## config.mk

```make
export PLATFORM = sky130hd
export DESIGN_NAME = lsso_object_bank
export DESIGN_NICKNAME = d
export VERILOG_FILES = /design/src/rtl/lsso_pkg.sv /design/src/rtl/lsso_cond_if.sv /design/src/rtl/lsso_status_asm.sv /design/src/rtl/lsso_object_bank.sv
export SDC_FILE = /design/constraint.sdc
export NUM_CORES = 1
export LEC_CHECK = 0
export BUFFER_PORTS_ARGS = -buffer_cell sky130_fd_sc_hd__buf_4
export CAP_MARGIN = 20
export CORE_MARGIN = 2
export CORE_UTILIZATION = 51
export CTS_CLUSTER_SIZE = 28
export DETAILED_ROUTE_END_ITERATION = 10
export PLACE_DENSITY = 0.86
export REMOVE_ABC_BUFFERS = 1
export SKIP_LAST_GASP = 1
export SLEW_MARGIN = 0
export SYNTH_ARGS = -nofsm -noshare
export SYNTH_HDL_FRONTEND = slang
export SYNTH_SLANG_ARGS = --single-unit
```

## constraint.sdc

```tcl
create_clock -name mclk -period 3 [get_ports mclk]
set_input_delay 0.6 -clock mclk [delete_from_list [all_inputs] [get_ports mclk]]
set_output_delay 0.6 -clock mclk [all_outputs]
set_load 0.01 [all_outputs]
```

## src/rtl/lsso_pkg.sv

```systemverilog
/*
 Holds the object indices, status-word bit positions, widths and reset values
 for the load status and set-point object bank.
 Assumes a single 20 MHz clock and a synchronous active-high reset.
*/
package lsso_pkg;
    // Object indices as seen by the fieldbus master
    localparam logic [15:0] IDX_STATUS = 16'h200d;
    localparam logic [15:0] IDX_MEAS_I = 16'h2101;
    localparam logic [15:0] IDX_MEAS_V = 16'h2102;
    localparam logic [15:0] IDX_SETI_WR = 16'h2201;
    localparam logic [15:0] IDX_SETI_RD = 16'h2202;
    localparam logic [15:0] IDX_SETV_WR = 16'h2203;
    localparam logic [15:0] IDX_SETV_RD = 16'h2204;
    localparam int STATUS_W = 64;
    localparam int FLT_W = 32;
    localparam logic [31:0] SETPOINT_RST = 32'h0000_0000;
    // Status word bit positions
    localparam int B_STANDBY = 0;
    localparam int B_LIVE = 1;
    localparam int B_I_SOFT = 4;
    localparam int B_V_SOFT = 5;
    localparam int B_P_SOFT = 6;
    localparam int B_SENSE_OOB = 7;
    localparam int B_V_LOW_SOFT = 8;
    localparam int B_SHUTDOWN = 9;
    localparam int B_LIN_PWR = 10;
    localparam int B_RES_PWR = 11;
    localparam int B_BOOT_FAIL = 12;
    localparam int B_BOOT_PEND = 13;
    localparam int B_PHASE_AMPS = 14;
    localparam int B_COMM = 15;
    localparam int B_AMPS_HARD = 16;
    localparam int B_VOLTS_HARD = 17;
    localparam int B_LIN_HOT = 18;
    localparam int B_FUSE = 19;
    localparam int B_INTERLOCK = 20;
    localparam int B_MAINT = 22;
    localparam int B_DIODE_HOT = 23;
    localparam int B_BAD_SETUP = 24;
    localparam int B_STACK = 25;
    localparam int B_WIRING = 26;
    localparam int B_RES_HOT = 27;
    localparam int B_BELOW_MIN = 28;
    localparam int B_REG_LOST = 29;
    localparam int B_UPGRADE = 30;
    localparam int B_REG_AMPS = 32;
    localparam int B_REG_VOLTS = 33;
    localparam int B_REG_OHMS = 34;
    localparam int B_REG_WATTS = 35;
    localparam int B_EXT_RANGE = 36;
    localparam int B_SENSE_USED = 37;
    localparam int B_LOCK = 38;
    localparam int B_EXT_ANALOG = 39;
    localparam int B_THERMAL = 40;
    localparam int B_SOFT_SHUT = 41;
    localparam int B_HARD_SHUT = 42;
    // Bits that are driven at all; every other bit reads zero
    localparam logic [63:0] STATUS_USED_MASK = 64'h0000_07ff_7fdf_fff3;
    localparam logic [63:0] STATUS_RST = 64'h0000_0000_0000_0000;
endpackage

```

## src/rtl/lsso_cond_if.sv

```systemverilog
/*
 Carries the synchronised condition vector from the object bank to the status assembler.
 Assumes all signals are already synchronous to mclk.
*/
`timescale 1ns/1ps
`default_nettype none
interface lsso_cond_if;
    logic [63:0] cond;
    logic [63:0] word;
    modport src (output cond, input word);
    modport asm (input cond, output word);
endinterface
`default_nettype wire

```

## src/rtl/lsso_status_asm.sv

```systemverilog
/*
 Builds the live 64-bit operation status word from synchronised conditions.
 Assumes conditions are synchronous levels; it holds no state of its own.
*/
`timescale 1ns/1ps
`default_nettype none
module lsso_status_asm (
    lsso_cond_if.asm cif
);
    wire logic thermal_any;
    wire logic [63:0] combined;

    // Linear and resistor stage heat combine; diode heat is reported alone
    assign thermal_any = cif.cond[lsso_pkg::B_LIN_HOT] | cif.cond[lsso_pkg::B_RES_HOT];
    assign combined = cif.cond | ({63'h0, thermal_any} << lsso_pkg::B_THERMAL);
    // Unused bits forced to zero regardless of input
    assign cif.word = combined & lsso_pkg::STATUS_USED_MASK;
endmodule
`default_nettype wire

```

## src/rtl/lsso_object_bank.sv

```systemverilog
/*
 Fieldbus-visible object bank of a DC electronic load: live status word,
 averaged measurements and current/voltage set-points.
 Assumes the fieldbus master presents a one-cycle read or write strobe with an
 object index, and that condition and measurement inputs come from other clock
 domains and are synchronised here.
*/
// Contract
// - Status word is read-only and mirrors present conditions without latching.
// - Reading the status word changes nothing.
// - Questionable flags are a subset of the status word at fixed positions.
// - Bit 0 shows standby, bit 1 shows the load active.
// - Bit 7 shows remote-sense voltage out of bounds.
// - Bit 41 flags shutdown from soft faults in bits 4, 5, 6, 8.
// - Bit 42 flags shutdown from a hard fault.
// - Bit 9 shows a target asserting shutdown.
// - Bits 10 and 11 show linear and resistor power over rating.
// - Bit 12 shows a target failed to boot, bit 13 boot pending.
// - Bit 15 shows corrupted internal communications.
// - Bits 16 and 17 show terminal current and voltage over rating.
// - Bit 40 combines linear (18) and resistor (27) heat; diode heat bit 23.
// - Bit 19 shows the auxiliary supply fuse blown.
// - Bit 24 shows an invalid stored product configuration.
// - Bit 26 shows a user input wiring fault.
// - Bit 29 shows the load out of regulation.
// - Bits 32-35 regulation state, 36 range, 37 sense use, 38 lock.
// - Bit 39 shows external analog control.
// - Measured current is read-only averaged current, 32-bit float.
// - Measured voltage returns sense voltage when remote sensing is engaged and bit 37 shows sense terminals used.
// - Current set-point is read-write float, used in constant-current operation.
`timescale 1ns/1ps
`default_nettype none
module lsso_object_bank (
    input wire logic mclk,
    input wire logic rst,
    // Object access from the fieldbus side
    input wire logic obj_rd,
    input wire logic obj_wr,
    input wire logic [15:0] obj_index,
    input wire logic [31:0] obj_wdata,
    output logic [63:0] obj_rdata,
    output logic obj_rvalid,
    output logic obj_err,
    // Present conditions from the load
    input wire logic standby,
    input wire logic live,
    input wire logic i_high_soft_flag,
    input wire logic v_high_soft_flag,
    input wire logic p_high_soft_flag,
    input wire logic sense_out_of_bounds,
    input wire logic v_low_soft_flag,
    input wire logic target_shutdown,
    input wire logic linear_stage_power_limit,
    input wire logic resistor_stage_power_limit,
    input wire logic target_start_failed,
    input wire logic target_start_pending,
    input wire logic phase_amps_exceeded,
    input wire logic comm_corrupted,
    input wire logic terminal_amps_hard_flag,
    input wire logic terminal_volts_hard_flag,
    input wire logic linear_stage_hot,
    input wire logic aux_supply_fuse_open,
    input wire logic interlock_open,
    input wire logic maintenance_due,
    input wire logic diode_stage_hot,
    input wire logic bad_product_setup,
    input wire logic stack_exceeded,
    input wire logic user_input_wiring_fault,
    input wire logic resistor_stage_hot,
    input wire logic below_min_volts,
    input wire logic regulation_lost,
    input wire logic target_upgrading,
    input wire logic reg_state_amps,
    input wire logic reg_state_volts,
    input wire logic reg_state_ohms,
    input wire logic reg_state_watts,
    input wire logic extended_range_active,
    input wire logic sense_terminals_used,
    input wire logic lock_active,
    input wire logic external_analog_control,
    input wire logic soft_fault_shutdown,
    input wire logic hard_fault_shutdown,
    input wire logic sense_engaged,
    // Averaged measurements, float encoded, updated with a strobe
    input wire logic [31:0] avg_terminal_amps,
    input wire logic [31:0] avg_terminal_volts,
    input wire logic [31:0] avg_sense_volts,
    input wire logic meas_update,
    // Regulation targets toward the control loop
    output logic [31:0] current_setpoint,
    output logic [31:0] voltage_setpoint,
    output logic amps_target_active,
    output logic volts_target_active
);
    logic [63:0] cond_raw;
    logic [63:0] cond_s1_q;
    logic [63:0] cond_s2_q;
    logic [2:0] upd_s1_q;
    logic [2:0] upd_s2_q;
    logic [31:0] meas_i_q;
    logic [31:0] meas_v_q;
    logic [31:0] seti_q;
    logic [31:0] setv_q;
    logic [63:0] rdata_d;
    logic [63:0] rdata_q;
    logic rvalid_q;
    logic err_q;
    wire logic hit_status;
    wire logic hit_meas_i;
    wire logic hit_meas_v;
    wire logic hit_seti_wr;
    wire logic hit_seti_rd;
    wire logic hit_setv_wr;
    wire logic hit_setv_rd;
    wire logic rd_known;
    wire logic wr_known;
    wire logic upd_edge;
    wire logic sense_sel;
    wire logic [31:0] volts_src;
    lsso_cond_if cif ();

    always_comb begin
        cond_raw = '0;
        cond_raw[lsso_pkg::B_STANDBY] = standby;
        cond_raw[lsso_pkg::B_LIVE] = live;
        cond_raw[lsso_pkg::B_I_SOFT] = i_high_soft_flag;
        cond_raw[lsso_pkg::B_V_SOFT] = v_high_soft_flag;
        cond_raw[lsso_pkg::B_P_SOFT] = p_high_soft_flag;
        cond_raw[lsso_pkg::B_SENSE_OOB] = sense_out_of_bounds;
        cond_raw[lsso_pkg::B_V_LOW_SOFT] = v_low_soft_flag;
        cond_raw[lsso_pkg::B_SHUTDOWN] = target_shutdown;
        cond_raw[lsso_pkg::B_LIN_PWR] = linear_stage_power_limit;
        cond_raw[lsso_pkg::B_RES_PWR] = resistor_stage_power_limit;
        cond_raw[lsso_pkg::B_BOOT_FAIL] = target_start_failed;
        cond_raw[lsso_pkg::B_BOOT_PEND] = target_start_pending;
        cond_raw[lsso_pkg::B_PHASE_AMPS] = phase_amps_exceeded;
        cond_raw[lsso_pkg::B_COMM] = comm_corrupted;
        cond_raw[lsso_pkg::B_AMPS_HARD] = terminal_amps_hard_flag;
        cond_raw[lsso_pkg::B_VOLTS_HARD] = terminal_volts_hard_flag;
        cond_raw[lsso_pkg::B_LIN_HOT] = linear_stage_hot;
        cond_raw[lsso_pkg::B_FUSE] = aux_supply_fuse_open;
        cond_raw[lsso_pkg::B_INTERLOCK] = interlock_open;
        cond_raw[lsso_pkg::B_MAINT] = maintenance_due;
        cond_raw[lsso_pkg::B_DIODE_HOT] = diode_stage_hot;
        cond_raw[lsso_pkg::B_BAD_SETUP] = bad_product_setup;
        cond_raw[lsso_pkg::B_STACK] = stack_exceeded;
        cond_raw[lsso_pkg::B_WIRING] = user_input_wiring_fault;
        cond_raw[lsso_pkg::B_RES_HOT] = resistor_stage_hot;
        cond_raw[lsso_pkg::B_BELOW_MIN] = below_min_volts;
        cond_raw[lsso_pkg::B_REG_LOST] = regulation_lost;
        cond_raw[lsso_pkg::B_UPGRADE] = target_upgrading;
        cond_raw[lsso_pkg::B_REG_AMPS] = reg_state_amps;
        cond_raw[lsso_pkg::B_REG_VOLTS] = reg_state_volts;
        cond_raw[lsso_pkg::B_REG_OHMS] = reg_state_ohms;
        cond_raw[lsso_pkg::B_REG_WATTS] = reg_state_watts;
        cond_raw[lsso_pkg::B_EXT_RANGE] = extended_range_active;
        cond_raw[lsso_pkg::B_SENSE_USED] = sense_terminals_used;
        cond_raw[lsso_pkg::B_LOCK] = lock_active;
        cond_raw[lsso_pkg::B_EXT_ANALOG] = external_analog_control;
        cond_raw[lsso_pkg::B_SOFT_SHUT] = soft_fault_shutdown;
        cond_raw[lsso_pkg::B_HARD_SHUT] = hard_fault_shutdown;
        // Engage flag rides in an unused slot; the assembler masks it out
        cond_raw[63] = sense_engaged;
    end

    // Two-stage synchronisers; conditions are levels from other domains
    always_ff @(posedge mclk) begin
        if (rst) begin
            cond_s1_q <= lsso_pkg::STATUS_RST;
            cond_s2_q <= lsso_pkg::STATUS_RST;
        end else begin
            cond_s1_q <= cond_raw;
            cond_s2_q <= cond_s1_q;
        end
    end

    assign cif.cond = cond_s2_q;

    lsso_status_asm u_asm (
        .cif(cif.asm)
    );

    // Measurement words are caught on a synchronised update strobe, so a word
    // is never sampled while it changes; data is held stable around the strobe
    always_ff @(posedge mclk) begin
        if (rst) begin
            upd_s1_q <= 3'h0;
            upd_s2_q <= 3'h0;
        end else begin
            upd_s1_q <= {upd_s1_q[1:0], meas_update};
            upd_s2_q <= {upd_s2_q[1:0], upd_s1_q[2]};
        end
    end

    assign upd_edge = upd_s2_q[1] & ~upd_s2_q[2];
    assign sense_sel = cond_s2_q[63] & cond_s2_q[lsso_pkg::B_SENSE_USED];
    assign volts_src = sense_sel ? avg_sense_volts : avg_terminal_volts;

    always_ff @(posedge mclk) begin
        if (rst) begin
            meas_i_q <= 32'h0000_0000;
            meas_v_q <= 32'h0000_0000;
        end else if (upd_edge) begin
            meas_i_q <= avg_terminal_amps;
            meas_v_q <= volts_src;
        end
    end

    assign hit_status = obj_index == lsso_pkg::IDX_STATUS;
    assign hit_meas_i = obj_index == lsso_pkg::IDX_MEAS_I;
    assign hit_meas_v = obj_index == lsso_pkg::IDX_MEAS_V;
    assign hit_seti_wr = obj_index == lsso_pkg::IDX_SETI_WR;
    assign hit_seti_rd = obj_index == lsso_pkg::IDX_SETI_RD;
    assign hit_setv_wr = obj_index == lsso_pkg::IDX_SETV_WR;
    assign hit_setv_rd = obj_index == lsso_pkg::IDX_SETV_RD;
    assign rd_known = hit_status | hit_meas_i | hit_meas_v | hit_seti_rd | hit_setv_rd;
    // Read-only objects have no write index, so writes to them are refused
    assign wr_known = hit_seti_wr | hit_setv_wr;

    // Set-points: written only through their write index
    always_ff @(posedge mclk) begin
        if (rst) begin
            seti_q <= lsso_pkg::SETPOINT_RST;
            setv_q <= lsso_pkg::SETPOINT_RST;
        end else if (obj_wr) begin
            if (hit_seti_wr) begin
                seti_q <= obj_wdata;
            end
            if (hit_setv_wr) begin
                setv_q <= obj_wdata;
            end
        end
    end

    // Read mux: purely a selection, so reading disturbs no state
    always_comb begin
        rdata_d = 64'h0;
        if (hit_status) begin
            rdata_d = cif.word;
        end else if (hit_meas_i) begin
            rdata_d = {32'h0, meas_i_q};
        end else if (hit_meas_v) begin
            rdata_d = {32'h0, meas_v_q};
        end else if (hit_seti_rd) begin
            rdata_d = {32'h0, seti_q};
        end else if (hit_setv_rd) begin
            rdata_d = {32'h0, setv_q};
        end
    end

    always_ff @(posedge mclk) begin
        if (rst) begin
            rdata_q <= 64'h0;
            rvalid_q <= 1'b0;
            err_q <= 1'b0;
        end else begin
            rvalid_q <= obj_rd & rd_known;
            err_q <= (obj_rd & ~rd_known) | (obj_wr & ~wr_known);
            if (obj_rd) begin
                rdata_q <= rdata_d;
            end
        end
    end

    assign obj_rdata = rdata_q;
    assign obj_rvalid = rvalid_q;
    assign obj_err = err_q;
    assign current_setpoint = seti_q;
    assign voltage_setpoint = setv_q;
    // Targets are applied only in the matching regulation state
    assign amps_target_active = cond_s2_q[lsso_pkg::B_REG_AMPS];
    assign volts_target_active = cond_s2_q[lsso_pkg::B_REG_VOLTS];
endmodule
`default_nettype wire

```

==> results_dict.tcl, run 1 <==
set metrics [dict create \
    clk_pin_slew_ns 0.06 \
    slew_violations 0 \
    post_cts_hold_buffer_count 0 \
    cpPeakStageDelay_ns 0.67 \
    cp_slowest_cell "or4_1" \
    start_kind "primary input" \
    synth-simple-area-share_pct 24.1 \
    outcome "finished clean" \
    slew_headroom_pct 45.5 \
    ys_seq_area_share_pct 49.0 \
    wirelength_um 33900 \
    p_leak_nw 5.34 \
    synth_top_family_by_area "simple AND/OR/NAND/NOR gates" \
    crit_family "simple AND/OR/NAND/NOR gates" \
    antenna_found_initial 0 \
    critPathBufInv 3 \
    post-cts-setup-buffers 0 \
    hold_violations 0 \
    grt_pass1_vias 9640 \
    rows 52 \
    cts_tree "yes" \
    syn_to_final_growth_pct 31.4 \
    avgSynthCellArea_sq_um 8.73 \
    vias 9825 \
    rsz0062_at_grt "false" \
    ys_async_sr_fraction_pct 0 \
    reg2reg_from "cif.cond[63]$_SDFF_PP0_" \
    fin_nets 1648 \
    max_cap_violations 0 \
    setup_violations 0 \
    start_util_pct 51.9 \
    drt_iter0_drc 569 \
    num_antenna_cells 0 \
    dp_hpwl_um 23200 \
    grt.total_usage_pct 29.9 \
    final_cells 1748 \
    path_cells "buf_4 -> or4_1 -> nor4_2 -> buf_4 -> nor4b_4 -> buf_12 -> nand2_1 -> a21oi_1" \
    synth_ff_type "dfxtp_1" \
    hp-start "reg_state_ohms" \
    power_per_cell_area_nw_per_um2 525 \
    ys_seq_elements 257 \
    crit_fanout 28 \
    synth_adder_area_share_pct 0 \
    postRouteAntennaNets 0 \
    yosys-top-cells-area "dfxtp_1 (49%), nand2_1 (7.2%), nor2b_1 (5.4%)" \
    grt_first_pass_wirelength_um 51600 \
    arrival_ns 2.91 \
    synth_cell_type_count 51 \
    setup-tns-final_ns 0 \
    cts_root_buffer "clkbuf_16" \
    tightest_slew_ns 0.814 \
    hold_class "primary input to flop" \
    fin_worst_skew_ns 0.0101 \
    drc 0 \
    period_share_pct 82.1 \
    critical_path.startpoint "obj_index[7]" \
    synthesis.area_sq_um 10500 \
    cts_resized 0 \
    dp.cells 1702 \
    h-tree-depth 1 \
    ir_worst_vdd_mv 0.360 \
    cts_max_path_buffers 3 \
    synth_compound_gate_area_share_pct 20.6 \
    detail_route.wl_per_cell_um 19.4 \
    syn_inst 1203 \
    dieArea_sq_um 21800 \
    synth_edf_count 0 \
    crit_path_end_kind "flop" \
    synth_xor_xnor_area_share_pct 0 \
    coreArea_sq_um 20200 \
    viasPerCell 5.62 \
    fmax_mhz 406 \
    finalHoldWorstSlack_ns 0.283 \
    dr.pass1.iters 5 \
    numCtsBuffers 26 \
    insertion_delay_ns 0.53 \
    cts_sinks 257 \
    io_buffers 298 \
    drive_gt1_share_pct 32.3 \
    cp.required_ns 3.44 \
    grt_max_degree 124 \
    crit_top_cell "buf_4" \
    finalCriticalPeriod_ns 2.46 \
    die_h_um 147 \
    io_pins 320 \
    synth.mux.area_fraction_pct 0 \
    netlist.area_leader.share_pct 49.0 \
    overflow 0 \
    die_w_um 147 \
    synth_top_area_cell "dfxtp_1" \
    gp_congestion 0.832 \
    yosys_warnings 0 \
    critical_path_class "primary input to flop" \
    power_mw 7.24 \
]
## placed cells by master (no fill, tap or decap), types with 2 or more instances in the layout
cell and n:
a211oi_1 21, clkbuf_16 27, nor4_4 3, a31oi_1 5, nor2_1 79, bufinv_16 2, nand2_1 201, o211ai_1 2
buf_12 5, nand3b_1 2, a311oi_1 32, clkbuf_1 4, clkbuf_8 6, nand2_2 31, or4_1 3, a31o_2 15
clkinvlp_4 2, dfxtp_1 255, conb_1 21, dfxtp_2 2, nand2b_1 37, or4b_2 4, buf_4 331, o221ai_1 2
nor3_1 2, o21ai_0 13, nor3b_2 2, o22ai_1 6, a21oi_2 30, clkinv_2 5, a22oi_1 46, and2_1 2
a31o_1 6, a221oi_1 8, a22o_1 28, nand3_1 43, a21oi_1 84, nor2b_1 90, inv_1 2
## logic make-up (layout without fill, tap and decap cells)
| family | after synthesis | count (layout) |
|---|---|---|
| AO/OA/AOI/OAI | 302 | 302 |
| buffers and inverters | 130 | 385 |
| flip-flops | 257 | 257 |
| other | 1 | 21 |
| AND/OR/NAND/NOR | 513 | 513 |
## final timing paths
path	to	slack, ns	cells after the start
worst min register to register	cif.cond[26]$_SDFF_PP0_	0.43	1
worst max-delay path	current_setpoint[4]$_SDFFE_PP0P_	0.54	8
worst min-delay path	cond_s1_q[34]$_SDFF_PP0_	0.28	2
worst max register to register	meas_v_q[15]$_SDFFE_PP0P_	1.24	3
## flip-flops by register name, summed over array words and instances (netlist names)
register and count:
obj_rvalid 1, voltage_setpoint 32, current_setpoint 32, obj_rdata 43
upd_s2_q 3, upd_s1_q 3, meas_i_q 32, meas_v_q 32
cif.cond 39, cond_s1_q 39, obj_err 1
## Yosys cell counts, types with 30 or more instances
library cell	number
dfxtp_1	257
a21oi_1	84
clkbuf_1	75
nor2_1	79
a21oi_2	30
nand2_2	30
nand2_1	202
nand2b_1	38
nor2b_1	91
nand3_1	43
a22oi_1	46
a311oi_1	32
## power by group
| group | leakage [nW] | switching [mW] | internal, mW |
|---|---|---|---|
| sequential | 2.09 | 0.0246 | 3.47 |
| combinational | 2.82 | 0.235 | 0.232 |
| clock | 0.426 | 1.34 | 1.93 |
## per-layer routing
metal | routed length [um] | vias to the layer above | track usage [%]
met4 | 1490 | 0 | 13.2
li1 | - | 4614 | -
met2 | 16200 | 492 | 51.1
met5 | 0 | - | 0
met1 | 12900 | 4620 | 36.1
met3 | 3340 | 99 | 7.01
## area by class of cell
| type | instances | area, sq um |
|---|---|---|
| tap | 270 | 338 |
| sequential | 257 | 5150 |
| clock inverter | 10 | 109 |
| clock buffer | 36 | 759 |
| timing repair buffer | 337 | 2600 |
| fill | 1592 | 6430 |
| multi-input combinational | 836 | 4840 |
| inverter | 2 | 7.51 |
## stage by stage
| stage | instance area, sq um | worst slack [ns] | util (%) |
|---|---|---|---|
| finish | 13800 | 0.538 | 68.2 |
| CTS | 13800 | 0.588 | 68.2 |
| global route | 13800 | 0.383 | 68.2 |
| detailed placement | 12900 | 0.0510 | 63.9 |
| floorplan | 9920 | -2.25 | - |
| global placement | 12900 | 0.116 | 63.9 |
No activity file was read; power rests on OpenSTA's default activity.
==> run 2: changes to the inputs <==
--- a/config.mk
+++ b/config.mk
@@ -8,10 +8,10 @@
 export BUFFER_PORTS_ARGS = -buffer_cell sky130_fd_sc_hd__buf_4
 export CAP_MARGIN = 20
 export CORE_MARGIN = 2
-export CORE_UTILIZATION = 51
+export CORE_UTILIZATION = 46
 export CTS_CLUSTER_SIZE = 28
 export DETAILED_ROUTE_END_ITERATION = 10
-export PLACE_DENSITY = 0.86
+export PLACE_DENSITY = 0.83
 export REMOVE_ABC_BUFFERS = 1
 export SKIP_LAST_GASP = 1
 export SLEW_MARGIN = 0
==> constraint.sdc (replaced) <==
create_clock -name mclk -period 2.2 [get_ports mclk]
set_input_delay 0.44 -clock mclk [delete_from_list [all_inputs] [get_ports mclk]]
set_output_delay 0.44 -clock mclk [all_outputs]
set_load 0.01 [all_outputs]
==> run 2 against run 1 <==
- final cell count rose by 2.1%
- clock skew grew 0.00096 ns
- power is 38% higher
- clock power is 40% higher
- core utilization down 5.6 points
- hold slack got worse by 0.16 ns
- global-route usage shrank 2.7 points
- critical path type unchanged
- largest power group unchanged
- highest routed layer is now met5
==> results_dict.tcl, run 2 (same netlist as run 1, synthesis figures left out) <==
set metrics [dict create \
    outcome "finished clean" \
    grt_first_pass_wirelength_um 51900 \
    fin_nets 1667 \
    postRouteAntennaNets 0 \
    multiInputGateArea_sq_um 4850 \
    finalCriticalPeriod_ns 2.15 \
    power_per_cell_area_nw_per_um2 711 \
    gp_congestion 0.830 \
    numCtsBuffers 26 \
    dieArea_sq_um 24100 \
    largest_register_ffs 43 \
    io_buffers 298 \
    start_kind "primary input" \
    layout_common_cells "buf_4 (340), dfxtp_1 (255), nand2_1 (201)" \
    coreArea_sq_um 22500 \
    seq_area_sq_um 5150 \
    min_delay_worst_endpoint "cond_s1_q[39]$_SDFF_PP0_" \
    cts_tree "yes" \
    fin_ws_ns 0.0481 \
    rows 55 \
    dr.pass1.iters 5 \
    grt.total_usage_pct 27.2 \
    fillCellCount 1849 \
    hold_violations 0 \
    drive_gt1_share_pct 33.4 \
    max_cap_violations 0 \
    critical_path_class "primary input to flop" \
    drt_iter0_drc 756 \
    p_leak_nw 5.48 \
    die_w_um 155 \
    h-tree-depth 1 \
    period_share_pct 97.8 \
    reg2reg_from "cif.cond[63]$_SDFF_PP0_" \
    crit_fanout 12 \
    setup_violations 0 \
    placed_cell_area_sq_um 13100 \
    tightest_slew_ns 0.807 \
    antenna_found_initial 1 \
    slew_headroom_pct 46.2 \
    fmax_mhz 465 \
    die_h_um 155 \
    r2r.worst_path.cells 4 \
    r2r-end "meas_v_q[5]$_SDFFE_PP0P_" \
    crit_path_end_kind "flop" \
    slew_violations 0 \
    start_util_pct 46.7 \
    rsz0062_at_grt "false" \
    grt_max_degree 128 \
    cts_root_buffer "clkbuf_16" \
    regToRegSetupSlack_ns 0.71 \
    dp_hpwl_um 23200 \
    cts_sinks 257 \
    post-route-cell-area_sq_um 14100 \
    hp-start "external_analog_control" \
    overflow 0 \
    viasPerCell 5.56 \
    cp.required_ns 2.62 \
    insertion_delay_ns 0.52 \
    grt_pass1_vias 9704 \
    hold_class "primary input to flop" \
    wirelength_um 34200 \
    fin_worst_skew_ns 0.0110 \
    detail_route.wl_per_cell_um 19.2 \
    drc 0 \
    setup-tns-final_ns 0 \
    final_common_cell "buf_4" \
    cts_max_path_buffers 3 \
    vias 9916 \
    utilization_pct 62.6 \
    io_pins 320 \
    num_antenna_cells 0 \
    place_ws_ns -0.602 \
    syn_to_final_growth_pct 34.2 \
    arrival_ns 2.57 \
    holdPathStages 2 \
    clk_pin_slew_ns 0.06 \
    ir_worst_vdd_mv 0.478 \
]
run 2: layout make-up:
type	count	area share, %
sequential	257	36.5
multi-input combinational	836	34.4
timing repair buffer	356	20.1
clock buffer	33	5.24
tap	285	2.53
clock inverter	15	1.13
inverter	2	0.0533
run 2: report_power, final:
group	internal, mW	switching (mW)
combinational	0.336	0.332
clock	2.73	1.85
sequential	4.74	0.0271
total	7.80	2.21
run 2: per-stage QoR:
stage / total power [mW] / hold WS [ns] / std cells
after global placement: 5.51 / 0.417 / 1734
after CTS: 10.1 / 0.108 / 1782
after global routing: 10.3 / 0.119 / 1784
after detailed placement: 5.52 / 0.420 / 1734
after floorplan: 5.03 / 0.414 / 1095
final: 10.0 / 0.122 / 1784
run 2: how the worst max path moves through the flow:
stage	depth (start not counted)	slack, ns	start	end
5_1_grt	9	0.005	obj_index[12]	obj_rdata[13]$_SDFFE_PP0P_
3_3_place_gp	9	-0.52	obj_index[12]	obj_rdata[11]$_SDFFE_PP0P_
6_report	9	0.05	obj_index[12]	obj_rdata[12]$_SDFFE_PP0P_
4_1_cts	9	-0.01	obj_index[12]	obj_rdata[9]$_SDFFE_PP0P_
2_1_floorplan	5	-2.89	obj_index[12]	current_setpoint[0]$_SDFFE_PP0P_
3_5_place_dp	9	-0.60	obj_index[12]	obj_rdata[31]$_SDFFE_PP0P_
run 2: per-layer routing:
layer  up-vias  share of wire [%]  wire length, um  track usage, %
li1       4651                  -                -               -
met1      4723                 39            13400            32.6
met2       458                 49            16700            47.1
met3        82                8.6             2950            6.69
met4         2                3.3             1140            10.9
met5         -              0.038               13               0
run 2: critical path, cell delays in order:
cell and delay (ns):
buf_4 0.11, or4b_4 0.55, buf_4 0.18, buf_4 0.15
or4_1 0.52, buf_4 0.19, nand2_1 0.09, a21oi_1 0.04
a221oi_1 0.29
run 2: repair_timing:
action,in CTS,in global routing
hold buffers,0,0
gates resized for setup,1,11
pin swaps,0,2
setup buffers,0,1
setup endpoints to repair,9,55
gates cloned,0,1
==> run 3: changes to the inputs <==
--- a/config.mk
+++ b/config.mk
@@ -12,6 +12,7 @@
 export CTS_CLUSTER_SIZE = 28
 export DETAILED_ROUTE_END_ITERATION = 10
 export PLACE_DENSITY = 0.83
+export RECOVER_POWER = 25
 export REMOVE_ABC_BUFFERS = 1
 export SKIP_LAST_GASP = 1
 export SLEW_MARGIN = 0
==> constraint.sdc (replaced) <==
create_clock -name mclk -period 2.2 [get_ports mclk]
set_input_delay 0.44 -clock mclk [delete_from_list [all_inputs] [get_ports mclk]]
set_output_delay 0.44 -clock mclk [all_outputs]
set_load 0.005 [all_outputs]
==> run 3 against run 2 <==
- combinational power is 2% lower
- die area stayed put
- clock skew hardly changed
- routed wire length hardly changed
- final cell count stayed put
- clock-buffer cell count stayed put
- fmax is 0.37% lower
- register-to-register slack worse by 0.34 ns
==> results_dict.tcl, run 3 (same netlist as run 1, synthesis figures left out) <==
set metrics [dict create \
    wirelength_um 34200 \
    fin_ws_ns 0.0401 \
    final_cells 1784 \
    gp_congestion 0.830 \
    p_leak_nw 5.48 \
    max_cap_violations 0 \
    antenna_found_initial 1 \
    critical_path_class "primary input to flop" \
    cts_sinks 257 \
    setup_violations 0 \
    cp.required_ns 2.62 \
    cts_root_buffer "clkbuf_16" \
    layout_common_cells "buf_4 (339), dfxtp_1 (255), nand2_1 (201)" \
    io_pins 320 \
    post-route-cell-area_sq_um 14100 \
    vias 9947 \
    outcome "finished clean" \
    cts_max_path_buffers 3 \
    fmax_mhz 463 \
    placed_cell_area_sq_um 13100 \
    power_mw 10.0 \
    detail_route.wl_per_cell_um 19.1 \
    dieArea_sq_um 24100 \
    setup-tns-final_ns 0 \
    viasPerCell 5.58 \
    die_w_um 155 \
    place_ws_ns -0.602 \
    hp-start "external_analog_control" \
    h-tree-depth 1 \
    dr.pass1.iters 7 \
    start_kind "primary input" \
    clk_pin_slew_ns 0.07 \
    reg2reg_from "upd_s2_q[1]$_SDFF_PP0_" \
    grt.total_usage_pct 27.2 \
    cts_tree "yes" \
    fin_nets 1667 \
    syn_to_final_growth_pct 33.9 \
    crit_path_end_kind "flop" \
    num_antenna_cells 0 \
    io_buffers 298 \
    dp_hpwl_um 23200 \
    critical_path.startpoint "obj_index[12]" \
    utilization_pct 62.5 \
    power_per_cell_area_nw_per_um2 711 \
    holdPathStages 2 \
    final_common_cell "buf_4" \
    largest_register_ffs 43 \
    ir_worst_vdd_mv 0.481 \
    finalCriticalPeriod_ns 2.16 \
    rows 55 \
    crit_fanout 12 \
    die_h_um 155 \
    finalHoldWorstSlack_ns 0.121 \
    grt_max_degree 128 \
    grt_first_pass_wirelength_um 51900 \
    r2r-end "meas_v_q[12]$_SDFFE_PP0P_" \
    drc 0 \
    slew_violations 0 \
    start_util_pct 46.7 \
    drt_iter0_drc 708 \
    arrival_ns 2.58 \
    overflow 0 \
    postRouteAntennaNets 0 \
    grt_pass1_vias 9704 \
    post_cts_hold_buffer_count 0 \
    numCtsBuffers 26 \
    hold_class "primary input to flop" \
    tightest_slew_ns 0.835 \
    rsz0062_at_grt "false" \
    slew_headroom_pct 44.3 \
    min_delay_worst_endpoint "cond_s1_q[39]$_SDFF_PP0_" \
    coreArea_sq_um 22500 \
    period_share_pct 98.2 \
    insertion_delay_ns 0.53 \
    r2r.worst_path.cells 4 \
    fin_worst_skew_ns 0.0111 \
    regToRegSetupSlack_ns 0.37 \
    hold_violations 0 \
    drive_gt1_share_pct 33.4 \
    dp.cells 1734 \
]
run 3: cell types whose count changed in the layout (fill, tap and decap cells not counted):
cell	before	now
buf_12	10	9
buf_4	340	339
clkbuf_2	0	1
clkbuf_4	0	1
nor2b_1	90	91
nor2b_4	1	0
run 3: worst max-delay path by stage:
stage | to | depth (start not counted)
5_1_grt | obj_rdata[13]$_SDFFE_PP0P_ | 9
2_1_floorplan | current_setpoint[0]$_SDFFE_PP0P_ | 5
3_3_place_gp | obj_rdata[11]$_SDFFE_PP0P_ | 9
6_report | obj_rdata[12]$_SDFFE_PP0P_ | 9
3_5_place_dp | obj_rdata[31]$_SDFFE_PP0P_ | 9
4_1_cts | obj_rdata[9]$_SDFFE_PP0P_ | 9
run 3: final cells by class:
type | instances | area [sq um]
flip-flops and latches | 257 | 5150
repair buffers | 356 | 2810
clock inverters | 15 | 159
well taps | 285 | 357
multi-input cells | 836 | 4840
clock buffers | 33 | 738
fillers | 1850 | 8440
inverters | 2 | 7.51
run 3: report_power, final:
| part | total, mW | switching [mW] | internal, mW | leakage, nW |
|---|---|---|---|---|
| Combinational | 0.657 | 0.322 | 0.335 | 2.94 |
| Clock | 4.58 | 1.86 | 2.73 | 0.446 |
| Sequential | 4.76 | 0.0269 | 4.74 | 2.09 |
| Total | 10.0 | 2.21 | 7.80 | 5.48 |
run 3: what timing repair did:
item	in CTS	in global routing
gates cloned	0	1
pin swaps	0	2
endpoints found under the setup margin	9	55
buffers inserted	0	1
gates resized for setup	1	11
run 3: worst max-delay path, cell delays in order:
cell and delay [ns]:
buf_4 0.11, or4b_4 0.54, buf_4 0.18, buf_4 0.15
or4_1 0.52, buf_4 0.20, nand2_1 0.09, a21oi_1 0.05
a221oi_1 0.30
run 3: routing by layer:
layer | vias to the layer above | routed length (um) | track usage [%]
met5 | - | 13 | 0
met4 | 2 | 1110 | 10.9
met3 | 74 | 3000 | 6.69
met2 | 493 | 16700 | 47.1
met1 | 4726 | 13400 | 32.6
li1 | 4652 | - | -
